==> config.mk <==
export PLATFORM = sky130hd
export DESIGN_NAME = edra_activation
export DESIGN_NICKNAME = d
export VERILOG_FILES = /design/src/hw/edra_pkg.sv /design/src/hw/edra_activation.sv
export SDC_FILE = /design/constraint.sdc
export NUM_CORES = 1
export LEC_CHECK = 0
export BUFFER_PORTS_ARGS = -buffer_cell sky130_fd_sc_hd__clkbuf_2
export CAP_MARGIN = 20
export CORE_AREA = 3 3 40 42
export CTS_BUF_LIST = sky130_fd_sc_hd__clkbuf_4
export CTS_CLUSTER_DIAMETER = 100
export DETAILED_ROUTE_END_ITERATION = 10
export DIE_AREA = 0 0 43 45
export PLACE_DENSITY_LB_ADDON = 0.2
export SYNTH_ARGS = -nofsm -noshare
export SYNTH_HDL_FRONTEND = slang
export SYNTH_SLANG_ARGS = --single-unit
==> constraint.sdc <==
create_clock -name core_clk -period 1.14 [get_ports core_clk]
set_clock_uncertainty 0.05 [all_clocks]
set_input_delay 0.342 -clock core_clk [delete_from_list [all_inputs] [get_ports core_clk]]
set_output_delay 0.342 -clock core_clk [all_outputs]
set_load 0.005 [all_outputs]
==> src/hw/edra_pkg.sv <==
/*
 * constants and carriers for the dma channel activation-source block.
 * assumes a single 50 mhz bus clock; no register bus, mode bits are ports.
 */
// Function
// [RL1] two-bit select picks auto or pin activation
// [RL2] auto mode requests as soon as enabled
// [RL3] auto mode offers cycle-steal and burst modes
// [RL4] pin mode transfers only on low request
// [RL5] sense bit picks falling edge or level
// [RL6] acknowledge pulses once per accepted pin request
// [RL7] software sets request pin as input first
// [RL8] pin sampled every cycle after enable write
// [RL9] low sample latched, cleared at activation start
// [RL10] edge mode rearms after high seen by write end
// [RL11] delay bit holds off acceptance one cycle
// [RL12] level single mode reopens after clearance cycle
// [RL13] first acceptance always uses low-level sensing
// [RL14] requester must not hold pin low at reactivation; the bench holds it low before each reenable
// [RL15] disabled channel ignores pin, holds no request
package edra_pkg;
	// activation source selection codes
	localparam logic [1:0] SEL_AUTO = 2'h0;
	localparam logic [1:0] SEL_EXT = 2'h1;
	// clearance delay, in bus cycles, added by the delay bit
	localparam int unsigned CLEAR_CYCLES = 1;
	localparam logic ACK_IDLE = 1'h1;

	// mode bits of the channel mode register, carried together
	typedef struct packed {
		logic activation_select_hi;
		logic activation_select_lo;
		logic transfer_enable_bit;
		logic request_sense_select; // 1 = level, 0 = falling edge
		logic acknowledge_output_enable;
		logic next_request_delay;
		logic burst_mode; // 0 = cycle steal
		logic single_address_mode;
	} edra_mode_s;

	typedef enum logic [1:0] {
		ST_OPEN = 2'b00, // accepting low level
		ST_BUSY = 2'b01, // activation running
		ST_WAIT_HIGH = 2'b10, // edge mode: waiting for pin high
		ST_CLEAR = 2'b11 // delay bit clearance cycle
	} edra_state_e;
endpackage : edra_pkg

==> src/hw/edra_activation.sv <==
/*
 * activation-source logic of one external-bus dma channel: auto-request or
 * active-low pin request, edge or level sensed, with acknowledge and delay.
 * assumes the transfer sequencer reports start, write-cycle end and done.
 */
`timescale 1ns/1ps
module edra_activation (
	// clock, reset, enable
	input wire logic core_clk,
	input wire logic rst_n,
	input wire logic clk_en,
	// mode bits
	input wire edra_pkg::edra_mode_s mode,
	input wire logic mode_write, // pulse: mode register write cycle ends
	// external pin
	input wire logic ext_request_n,
	output logic request_acknowledge_n,
	// transfer sequencer
	input wire logic xfer_start, // activation begins this cycle
	input wire logic write_end, // dma write / single cycle ends
	input wire logic xfer_done, // whole transfer ended
	output logic xfer_request,
	output logic xfer_burst,
	output logic request_pending
);
	logic rst_s1_q, rst_s2_q;
	logic pend_q, ack_q, seen_high_q, armed_q;
	edra_pkg::edra_state_e state_q;
	logic ext_mode, enabled, sample_ok, low_now;

	// reset release through two flops
	always_ff @(posedge core_clk or negedge rst_n) begin
		if (!rst_n) begin
			rst_s1_q <= 1'h0;
			rst_s2_q <= 1'h0;
		end else begin
			rst_s1_q <= 1'h1;
			rst_s2_q <= rst_s1_q;
		end
	end

	// source decode
	assign ext_mode = ({mode.activation_select_hi, mode.activation_select_lo}
		== edra_pkg::SEL_EXT); // [RL1]
	assign enabled = mode.transfer_enable_bit;
	// sampling waits one edge past the enabling write
	assign sample_ok = enabled && armed_q && !mode_write; // [RL8]
	assign low_now = !ext_request_n;

	// arm sampling after the write cycle has ended
	always_ff @(posedge core_clk or negedge rst_s2_q) begin
		if (!rst_s2_q)
			armed_q <= 1'h0;
		else if (clk_en)
			armed_q <= enabled && !mode_write; // [RL8] [RL15]
	end

	// acceptance sequencing; fresh start always level-senses
	always_ff @(posedge core_clk or negedge rst_s2_q) begin
		if (!rst_s2_q) begin
			state_q <= edra_pkg::ST_OPEN;
		end else if (clk_en) begin
			if (!enabled || xfer_done) begin
				state_q <= edra_pkg::ST_OPEN; // [RL13]
			end else begin
				case (state_q)
					edra_pkg::ST_OPEN: begin
						if (xfer_start && ext_mode)
							state_q <= edra_pkg::ST_BUSY;
					end
					edra_pkg::ST_BUSY: begin
						if (write_end) begin
							if (mode.next_request_delay)
								state_q <= edra_pkg::ST_CLEAR; // [RL11] [RL12]
							else if (!mode.request_sense_select && !(seen_high_q || !low_now))
								state_q <= edra_pkg::ST_WAIT_HIGH; // [RL10]
							else
								state_q <= edra_pkg::ST_OPEN;
						end
					end
					edra_pkg::ST_WAIT_HIGH: begin
						if (!low_now)
							state_q <= edra_pkg::ST_OPEN; // [RL5] [RL10]
					end
					edra_pkg::ST_CLEAR: begin
						// edge mode still needs a high after clearance
						if (!mode.request_sense_select && !(seen_high_q || !low_now))
							state_q <= edra_pkg::ST_WAIT_HIGH;
						else
							state_q <= edra_pkg::ST_OPEN; // [RL11]
					end
					default: state_q <= edra_pkg::ST_OPEN;
				endcase
			end
		end
	end

	// high seen on the pin since activation started
	always_ff @(posedge core_clk or negedge rst_s2_q) begin
		if (!rst_s2_q)
			seen_high_q <= 1'h0;
		else if (clk_en) begin
			if (xfer_start)
				seen_high_q <= !low_now;
			else if (!low_now)
				seen_high_q <= 1'h1; // [RL10]
		end
	end

	// request latch; a new low in the start cycle is not accepted (acceptance closed)
	always_ff @(posedge core_clk or negedge rst_s2_q) begin
		if (!rst_s2_q)
			pend_q <= 1'h0;
		else if (clk_en) begin
			if (!enabled || !ext_mode)
				pend_q <= 1'h0; // [RL15]
			else if (xfer_start)
				pend_q <= 1'h0; // [RL9]
			else if (sample_ok && state_q == edra_pkg::ST_OPEN && low_now)
				pend_q <= 1'h1; // [RL9] [RL4]
		end
	end

	// acknowledge: one low cycle as processing of a pin request starts
	always_ff @(posedge core_clk or negedge rst_s2_q) begin
		if (!rst_s2_q)
			ack_q <= edra_pkg::ACK_IDLE;
		else if (clk_en)
			ack_q <= !(xfer_start && pend_q && ext_mode
				&& mode.acknowledge_output_enable); // [RL6]
	end

	// request to sequencer: auto asks whenever enabled; pin mode needs a latch
	assign xfer_request = enabled && (ext_mode ? pend_q : 1'h1); // [RL2] [RL4]
	assign xfer_burst = mode.burst_mode && !ext_mode; // [RL3]
	assign request_pending = pend_q;
	assign request_acknowledge_n = ack_q;

	// checks
	chk_disabled_clear: assert property (@(posedge core_clk) disable iff (!rst_s2_q)
		clk_en && !enabled |=> !pend_q) // [RL15]
		else $error("pending request survives disable");
	chk_start_clears: assert property (@(posedge core_clk) disable iff (!rst_s2_q)
		clk_en && xfer_start && enabled |=> !pend_q) // [RL9]
		else $error("request not cleared at activation");
	chk_ack_pulse: assert property (@(posedge core_clk) disable iff (!rst_s2_q)
		clk_en && xfer_start && pend_q && ext_mode && mode.acknowledge_output_enable
		|=> !request_acknowledge_n) // [RL6]
		else $error("acknowledge missing at start");
	chk_ack_gate: assert property (@(posedge core_clk) disable iff (!rst_s2_q)
		!mode.acknowledge_output_enable && $stable(mode.acknowledge_output_enable)
		|=> request_acknowledge_n) // [RL6]
		else $error("acknowledge while disabled");
	chk_auto_request: assert property (@(posedge core_clk) disable iff (!rst_s2_q)
		enabled && !ext_mode |-> xfer_request) // [RL2]
		else $error("auto mode not requesting");
	chk_ext_request: assert property (@(posedge core_clk) disable iff (!rst_s2_q)
		ext_mode && xfer_request |-> pend_q) // [RL4]
		else $error("pin mode request without latch");
	chk_level_latch: assert property (@(posedge core_clk) disable iff (!rst_s2_q)
		clk_en && ext_mode && sample_ok && state_q == edra_pkg::ST_OPEN && low_now
		&& !xfer_start |=> pend_q) // [RL9]
		else $error("low sample not latched");
	chk_delay_wait: assert property (@(posedge core_clk) disable iff (!rst_s2_q)
		clk_en && enabled && !xfer_done && state_q == edra_pkg::ST_BUSY && write_end
		&& mode.next_request_delay |=> state_q == edra_pkg::ST_CLEAR) // [RL11]
		else $error("clearance cycle skipped");
	chk_edge_hold: assert property (@(posedge core_clk) disable iff (!rst_s2_q)
		clk_en && state_q == edra_pkg::ST_WAIT_HIGH && !xfer_start |=> !pend_q) // [RL10]
		else $error("request latched before high seen");
	chk_arm_late: assert property (@(posedge core_clk) disable iff (!rst_s2_q)
		mode_write |-> !sample_ok) // [RL8]
		else $error("sampled during enabling write");

	cov_auto: cover property (@(posedge core_clk) enabled && !ext_mode && xfer_start);
	cov_edge: cover property (@(posedge core_clk)
		state_q == edra_pkg::ST_WAIT_HIGH ##1 state_q == edra_pkg::ST_OPEN);
	cov_delay: cover property (@(posedge core_clk) state_q == edra_pkg::ST_CLEAR);
	cov_ack: cover property (@(posedge core_clk) !request_acknowledge_n);
endmodule : edra_activation

==> results of run 1 <==
cell type report:
type	count	area, sq um
Fill cell	130	721
Timing Repair Buffer	21	115
Tap cell	15	18.8
Sequential cell	8	201
Clock buffer	4	30.0
Inverter	3	11.3
Multi-Input combinational cell	26	188
through the flow:
step	power, mW	instances
floorplan	0.350	38
global placement	0.397	72
detailed placement	0.397	72
CTS	0.668	77
global route	0.708	77
finish	0.663	77
state kept, by name, summed over array words and instances (netlist names):
| signal | cells |
|---|---|
| rst_s2_q | 1 |
| seen_high_q | 1 |
| request_acknowledge_n | 1 |
| state_q | 2 |
| armed_q | 1 |
| rst_s1_q | 1 |
| request_pending | 1 |
routing by layer:
| metal | part of all wire (%) | global-route usage [%] | up-vias |
|---|---|---|---|
| met5 | 0 | 0 | - |
| met4 | 0.97 | 7.23 | 0 |
| met3 | 6.3 | 7.17 | 2 |
| met2 | 51 | 15.9 | 13 |
| met1 | 41 | 13.6 | 169 |
| li1 | - | - | 184 |
synth_stat cells:
cell                       count
sky130_fd_sc_hd__nor2_1        2
sky130_fd_sc_hd__a21oi_1       1
sky130_fd_sc_hd__nor3_1        1
sky130_fd_sc_hd__a22o_1        2
sky130_fd_sc_hd__o21ai_1       1
sky130_fd_sc_hd__inv_1         3
sky130_fd_sc_hd__nand2b_1      1
sky130_fd_sc_hd__nand2_1       2
sky130_fd_sc_hd__o31ai_1       1
sky130_fd_sc_hd__and2_2        1
sky130_fd_sc_hd__o21a_1        2
sky130_fd_sc_hd__and4b_2       1
sky130_fd_sc_hd__nor4bb_1      1
sky130_fd_sc_hd__nand2b_4      1
sky130_fd_sc_hd__o32ai_1       2
sky130_fd_sc_hd__nand3b_1      2
sky130_fd_sc_hd__o21ai_0       1
sky130_fd_sc_hd__or3b_1        1
sky130_fd_sc_hd__dfstp_2       1
sky130_fd_sc_hd__buf_2         1
sky130_fd_sc_hd__conb_1        1
sky130_fd_sc_hd__a31oi_1       2
sky130_fd_sc_hd__dfrtp_1       7
path summary, 6_finish.rpt:
| path | depth (start not counted) | end | slack [ns] |
|---|---|---|---|
| worst max-delay path | 2 | xfer_request | -0.17 |
| min in group core_clk | 2 | request_acknowledge_n | 0.19 |
| worst min-delay path | 0 | state_q[0] | 0.04 |
| worst min register to register | 0 | state_q[0] | 0.04 |
| max in group asynchronous | 2 | rst_s2_q | 0.60 |
| worst max register to register | 3 | state_q[1] | 0 |
cells in the final DEF (no fill, tap or decap), drive strengths merged:
| cell | instances |
|---|---|
| a31oi | 2 |
| conb | 1 |
| nor3 | 1 |
| nand3b | 2 |
| dfrtp | 7 |
| nor2 | 2 |
| inv | 3 |
| buf | 2 |
| and2 | 1 |
| and4b | 1 |
| a22o | 2 |
| nor4bb | 1 |
| or3b | 1 |
| a21oi | 1 |
| o21a | 2 |
| nand2 | 2 |
| clkbuf | 22 |
| dlygate4sd3 | 1 |
| nand2b | 2 |
| dfstp | 1 |
| o21ai | 2 |
| o32ai | 2 |
| o31ai | 1 |
cell families (layout without fill, tap and decap cells):
family / Yosys count / after routing
AOI/OAI and AO/OA: 12 / 12
other: 1 / 1
and+or+nand+nor: 13 / 13
buffers and inverters: 4 / 28
DFF: 8 / 8
critical path, stage by stage (launching register included):
cell,delay (ns)
sky130_fd_sc_hd__dfrtp_1,0.38
sky130_fd_sc_hd__o21a_1,0.17
sky130_fd_sc_hd__clkbuf_2,0.10
repair_timing:
item | 4_1_cts | 5_1_grt
endpoints found under the hold margin | 2 | 0
pin swaps | 2 | 0
resized for setup | 1 | 1
hold buffers | 1 | 0
buffers inserted | 0 | 0
endpoints found under the setup margin | 4 | 5
power groups by stage:
stage | Sequential, mW | Clock [mW] | Combinational (mW)
final | 0.309 | 0.264 | 0.0897
after global routing | 0.312 | 0.296 | 0.100
after CTS | 0.310 | 0.271 | 0.0873
after detailed placement | 0.315 | 0 | 0.0822
after global placement | 0.315 | 0 | 0.0820
after floorplan | 0.312 | 0 | 0.0388
==> insert_results.sql, run 1 <==
INSERT INTO impl_metrics (metric_group, metric, value, unit) VALUES
('cts', 'cts_tree', 'built', ''),
('logic_synthesis', 'synth.cell_area', '399', 'sq um'),
('worst_setup_path', 'timing.critical_path.from', 'request_pending', ''),
('power', 'power.switching', '157', 'uW'),
('logic_synthesis', 'synth-simple-area-share', '23.2', '%'),
('logic_synthesis', 'synthDistinctLibCells', '23', ''),
('cts', 'cts_buffers', '3', ''),
('timing', 'timing.hold.ws', '0.0401', 'ns'),
('logic_synthesis', 'avgSynthCellArea', '10.5', 'sq um'),
('detailed_routing', 'wl_per_cell', '12.1', 'um'),
('cts', 'clk_latency', '0.26', 'ns'),
('timing', 'finalHoldViolations', '0', ''),
('worst_setup_path', 'cp_max_fanout', '2', ''),
('global_route', 'grtUsageTotal', '11.6', '%'),
('logic_synthesis', 'yosysTopAreaCell', 'sky130_fd_sc_hd__dfrtp_1', ''),
('worst_setup_path', 'arrival', '0.91', 'ns'),
('cells_and_area', 'post_synthesis_to_final_layout_area_growth', '41.4', '%'),
('cts', 'clkSinkCount', '8', ''),
('power', 'static_power_due_to_leakage', '0.277', 'nW'),
('global_route', 'grt_antenna_before_repair', '0', ''),
('floorplanning', 'floorplan.io_pins', '20', ''),
('placement', 'port-buffer-count', '18', ''),
('worst_setup_path', 'rr_startpoint', 'seen_high_q', ''),
('worst_setup_path', 'critical_setup_path_kind', 'reg2out', ''),
('floorplanning', 'rows', '13', ''),
('detailed_routing', 'route.detailed.drc', '0', ''),
('floorplanning', 'chipHeight', '45', 'um'),
('status', 'status', 'complete, but fails checks', ''),
('placement', 'detailedPlacementHpwl', '713', 'um'),
('logic_synthesis', 'synth.mux.area_fraction', '0', '%'),
('timing', 'finalCriticalPeriod', '1.31', 'ns'),
('power', 'power_frac_seq', '46.7', '%'),
('detailed_routing', 'initialDrtViolationCount', '3', ''),
('global_route', 'first_global_vias', '380', ''),
('logic_synthesis', 'yosys_warnings', '0', ''),
('placement', 'placed_area', '518', 'sq um'),
('logic_synthesis', 'post_synth_inst_count', '38', ''),
('logic_synthesis', 'mappedNetlistNets', '54', ''),
('global_route', 'grt_first_pass_wirelength', '1550', 'um'),
('logic_synthesis', 'ys_seq_elements', '8', ''),
('timing', 'maxClockFrequency', '0.766', 'GHz'),
('status', 'violations_in_the_final_reports', 'negative setup slack', ''),
('global_route', 'overflow', '0', ''),
('timing', 'timing.final.max_slew_violations', '0', ''),
('cells_and_area', 'post_route_cells_drive_above_1_share', '46.8', '%'),
('cells_and_area', 'insertedDiodeCount', '0', ''),
('cts', 'ctsRootBufferMaster', 'sky130_fd_sc_hd__clkbuf_4', ''),
('placement', 'preCtsSetupSlack', '-0.0993', 'ns'),
('cts', 'clk_pin_slew_worst_paths', '0.06', 'ns'),
('cells_and_area', 'final_nets', '79', ''),
('detailed_routing', 'dr.pass1.iters', '4', ''),
('detailed_routing', 'final_wirelength', '931', 'um'),
('power', 'worst_ir_drop_vdd', '0.743', 'mV'),
('power', 'p_sw_share', '23.7', '%'),
('logic_synthesis', 'synthesized_area_fraction_occupied_by_adder_cells', '0', '%'),
('min_path', 'hp-class', 'reg2async', ''),
('detailed_routing', 'routed_via_density', '4.78', ''),
('timing', 'timing.final.crit_share', '115', '%'),
('timing', 'worst_setup_slack_after_layout', '-0.166', 'ns'),
('timing', 'report.final.setup_viol', '4', ''),
('timing', 'rsz0062_at_grt', 'true', ''),
('cells_and_area', 'finish.instance_area', '564', 'sq um'),
('logic_synthesis', 'main_combinational_cell_family_by_area_after_synthesis', 'simple AND/OR/NAND/NOR gates', ''),
('power', 'internal_power', '506', 'uW'),
('logic_synthesis', 'yosys.area.top_type_share', '43.9', '%'),
('logic_synthesis', 'synthTopCellsByArea', 'sky130_fd_sc_hd__dfrtp_1, sky130_fd_sc_hd__dfstp_2, sky130_fd_sc_hd__a22o_1', ''),
('floorplanning', 'fp.coreArea', '0.00128', 'sq mm'),
('worst_setup_path', 'cp_data_required_time', '0.75', 'ns'),
('power', 'share_comb_of_total_power', '13.5', '%'),
('placement', 'globalplace.congestion', '0.692', ''),
('worst_setup_path', 'crit_path_start_kind', 'flip-flop', '');
Note: power is estimated with default switching activity, not from simulation.
==> inputs of run 2 (changes only) <==
CORE_AREA = 2 2 39 41   (was 3 3 40 42)
CTS_CLUSTER_SIZE = 12   (was unset)
DIE_AREA = 0 0 41 43   (was 0 0 43 45)
==> insert_results.sql, run 2 (same netlist as run 1, synthesis figures left out) <==
INSERT INTO impl_metrics (metric_group, metric, value, unit) VALUES
('cells_and_area', 'max_reg_flops', '2', ''),
('detailed_routing', 'final_wirelength', '841', 'um'),
('floorplanning', 'chipHeight', '43', 'um'),
('cts', 'htree_num_levels', '1', ''),
('power', 'pwr_density_cell', '1140', 'mW/mm^2'),
('placement', 'preCtsSetupSlack', '-0.0977', 'ns'),
('cts', 'cts_tree', 'built', ''),
('cts', 'clk_pin_slew_worst_paths', '0.05', 'ns'),
('detailed_routing', 'routed_via_density', '4.87', ''),
('min_path', 'hp-class', 'reg2async', ''),
('timing', 'finalCriticalPeriod', '1.28', 'ns'),
('timing', 'timing.final.crit_share', '112', '%'),
('timing', 'maxClockFrequency', '0.780', 'GHz'),
('worst_setup_path', 'worst_setup_path_end_kind', 'primary output', ''),
('floorplanning', 'fp.dieW', '41', 'um'),
('cts', 'cts_buffers', '3', ''),
('detailed_routing', 'initialDrtViolationCount', '2', ''),
('timing', 'finalHoldViolations', '0', ''),
('worst_setup_path', 'path_delay_family', 'flip-flops', ''),
('worst_setup_path', 'worst-path-buf-inv', '1', ''),
('detailed_routing', 'dr.pass1.iters', '4', ''),
('cells_and_area', 'insertedDiodeCount', '0', ''),
('cells_and_area', 'largest_register', 'state_q', ''),
('global_route', 'grtUsageTotal', '12.0', '%'),
('detailed_routing', 'route.detailed.drc', '0', ''),
('global_route', 'first_global_vias', '335', ''),
('detailed_routing', 'drtAntennaViolNets', '0', ''),
('cells_and_area', 'finish.instance_area', '568', 'sq um'),
('timing', 'worst_setup_slack_after_layout', '-0.142', 'ns'),
('detailed_routing', 'route.vias.total', '385', ''),
('cells_and_area', 'layout.cells.most_common_list', 'sky130_fd_sc_hd__clkbuf_2, sky130_fd_sc_hd__dfrtp_1, sky130_fd_sc_hd__clkbuf_4, sky130_fd_sc_hd__inv_1, sky130_fd_sc_hd__buf_4', ''),
('worst_setup_path', 'crit_path_start_kind', 'flip-flop', ''),
('cells_and_area', 'final.fill_count', '150', ''),
('timing', 'timing.final.max_slew_violations', '0', ''),
('global_route', 'grt_first_pass_wirelength', '1390', 'um'),
('cts', 'ctsRootBufferMaster', 'sky130_fd_sc_hd__clkbuf_4', ''),
('worst_setup_path', 'cp_data_required_time', '0.75', 'ns'),
('cells_and_area', 'final_nets', '80', ''),
('timing', 'fin_tns_setup', '-0.428', 'ns'),
('cells_and_area', 'area.sequential', '201', 'sq um'),
('floorplanning', 'floorplan.io_pins', '20', ''),
('placement', 'globalplace.congestion', '0.702', ''),
('cts', 'cts-root-to-sink-buffers', '2', ''),
('cells_and_area', 'most_common_library_cell_in_the_layout_ignoring_fill_and_taps', 'sky130_fd_sc_hd__clkbuf_2', ''),
('cts', 'clkSinkCount', '8', ''),
('cells_and_area', 'post_route_cells_drive_above_1_share', '46.0', '%'),
('worst_setup_path', 'cp_cell_sequence', 'o21a_1 > clkbuf_2', ''),
('run', 'maxcap_viol_count', '0', ''),
('global_route', 'overflow', '0', ''),
('worst_setup_path', 'critical_setup_path_kind', 'reg2out', ''),
('power', 'worst_ir_drop_vdd', '0.790', 'mV'),
('timing', 'report.final.setup_viol', '4', ''),
('global_route', 'grt_antenna_before_repair', '0', ''),
('floorplanning', 'die_area', '0.00176', 'sq mm'),
('placement', 'detailedPlacementHpwl', '687', 'um'),
('cts', 'clk_latency', '0.25', 'ns'),
('timing', 'rsz0062_at_grt', 'true', ''),
('power', 'static_power_due_to_leakage', '0.281', 'nW'),
('cells_and_area', 'multiInputGateArea', '183', 'sq um'),
('timing', 'timing.hold.ws', '0.0461', 'ns'),
('worst_setup_path', 'timing.critical_path.slowest_stage_cell', 'sky130_fd_sc_hd__dfrtp_1', ''),
('worst_setup_path', 'slowest_delay', '0.37', 'ns'),
('floorplanning', 'initial_utilization', '28.8', '%'),
('floorplanning', 'fp.coreArea', '0.00138', 'sq mm'),
('status', 'status', 'complete, but fails checks', ''),
('detailed_routing', 'wl_per_cell', '10.6', 'um'),
('worst_setup_path', 'arrival', '0.89', 'ns'),
('worst_setup_path', 'cp_max_fanout', '2', ''),
('placement', 'placed_area', '527', 'sq um'),
('status', 'violations_in_the_final_reports', 'negative setup slack', ''),
('global_route', 'pin_count_of_the_biggest_net_entering_global_routing', '11', ''),
('cells_and_area', 'post_synthesis_to_final_layout_area_growth', '42.3', '%'),
('floorplanning', 'rows', '14', ''),
('placement', 'port-buffer-count', '18', '');
-- run 2: cell types whose count changed in the layout (fill, tap and decap cells not counted), sizes merged --
| cell | before | now |
|---|---|---|
| buf | 2 | 3 |
-- run 2: layer usage --
layer / wire length [um] / GRT usage (%)
met5: 0 / 0
met4: 7 / 4.00
met3: 77 / 6.28
met2: 426 / 17.2
met1: 328 / 14.9
-- run 2: worst register-to-register path, delay by kind of cell (launching register included) --
family | cells | cell delay [ns]
compound gates | 3 | 0.59
flops | 1 | 0.40
-- run 2: repair_timing --
item                       CTS  global route
hold endpoints to repair     2             0
hold buffers                 1             0
setup endpoints to repair    4             4
buffers inserted             0             0
resized for setup            1             0
pin swaps                    2             0
-- run 2: area by class of cell --
cell class	instances	share of cell area, %
timing repair buffer	22	21.6
clock buffer	4	5.29
sequential	8	35.5
multi-input combinational	26	32.2
inverter	3	1.98
tap	16	3.52
-- run 2: metrics by stage --
stage | std cells | util (%) | total power, mW
after floorplan | 38 | - | 0.350
after detailed placement | 74 | 38.1 | 0.399
after global placement | 74 | 38.1 | 0.398
after CTS | 79 | 41.0 | 0.659
after global routing | 79 | 41.0 | 0.694
final | 79 | 41.0 | 0.647
-- run 2: final timing paths --
path	slack [ns]	startpoint	cells after the start	end
min in group core_clk	0.19	mode[3]	2	request_acknowledge_n
worst max register to register	0.04	seen_high_q	3	state_q[1]
worst min-delay path	0.05	rst_s2_q	0	armed_q
worst max-delay path	-0.14	request_pending	2	xfer_request
worst min register to register	0.05	rst_s2_q	0	armed_q
max in group asynchronous	0.59	rst_n	2	rst_s2_q
-- run 2: report_power, final --
group / total (mW) / leakage (nW) / switching [mW] / internal, mW
Sequential: 0.310 / 0.0998 / 0.0120 / 0.298
Clock: 0.251 / 0.0184 / 0.0935 / 0.157
Combinational: 0.0865 / 0.163 / 0.0361 / 0.0504
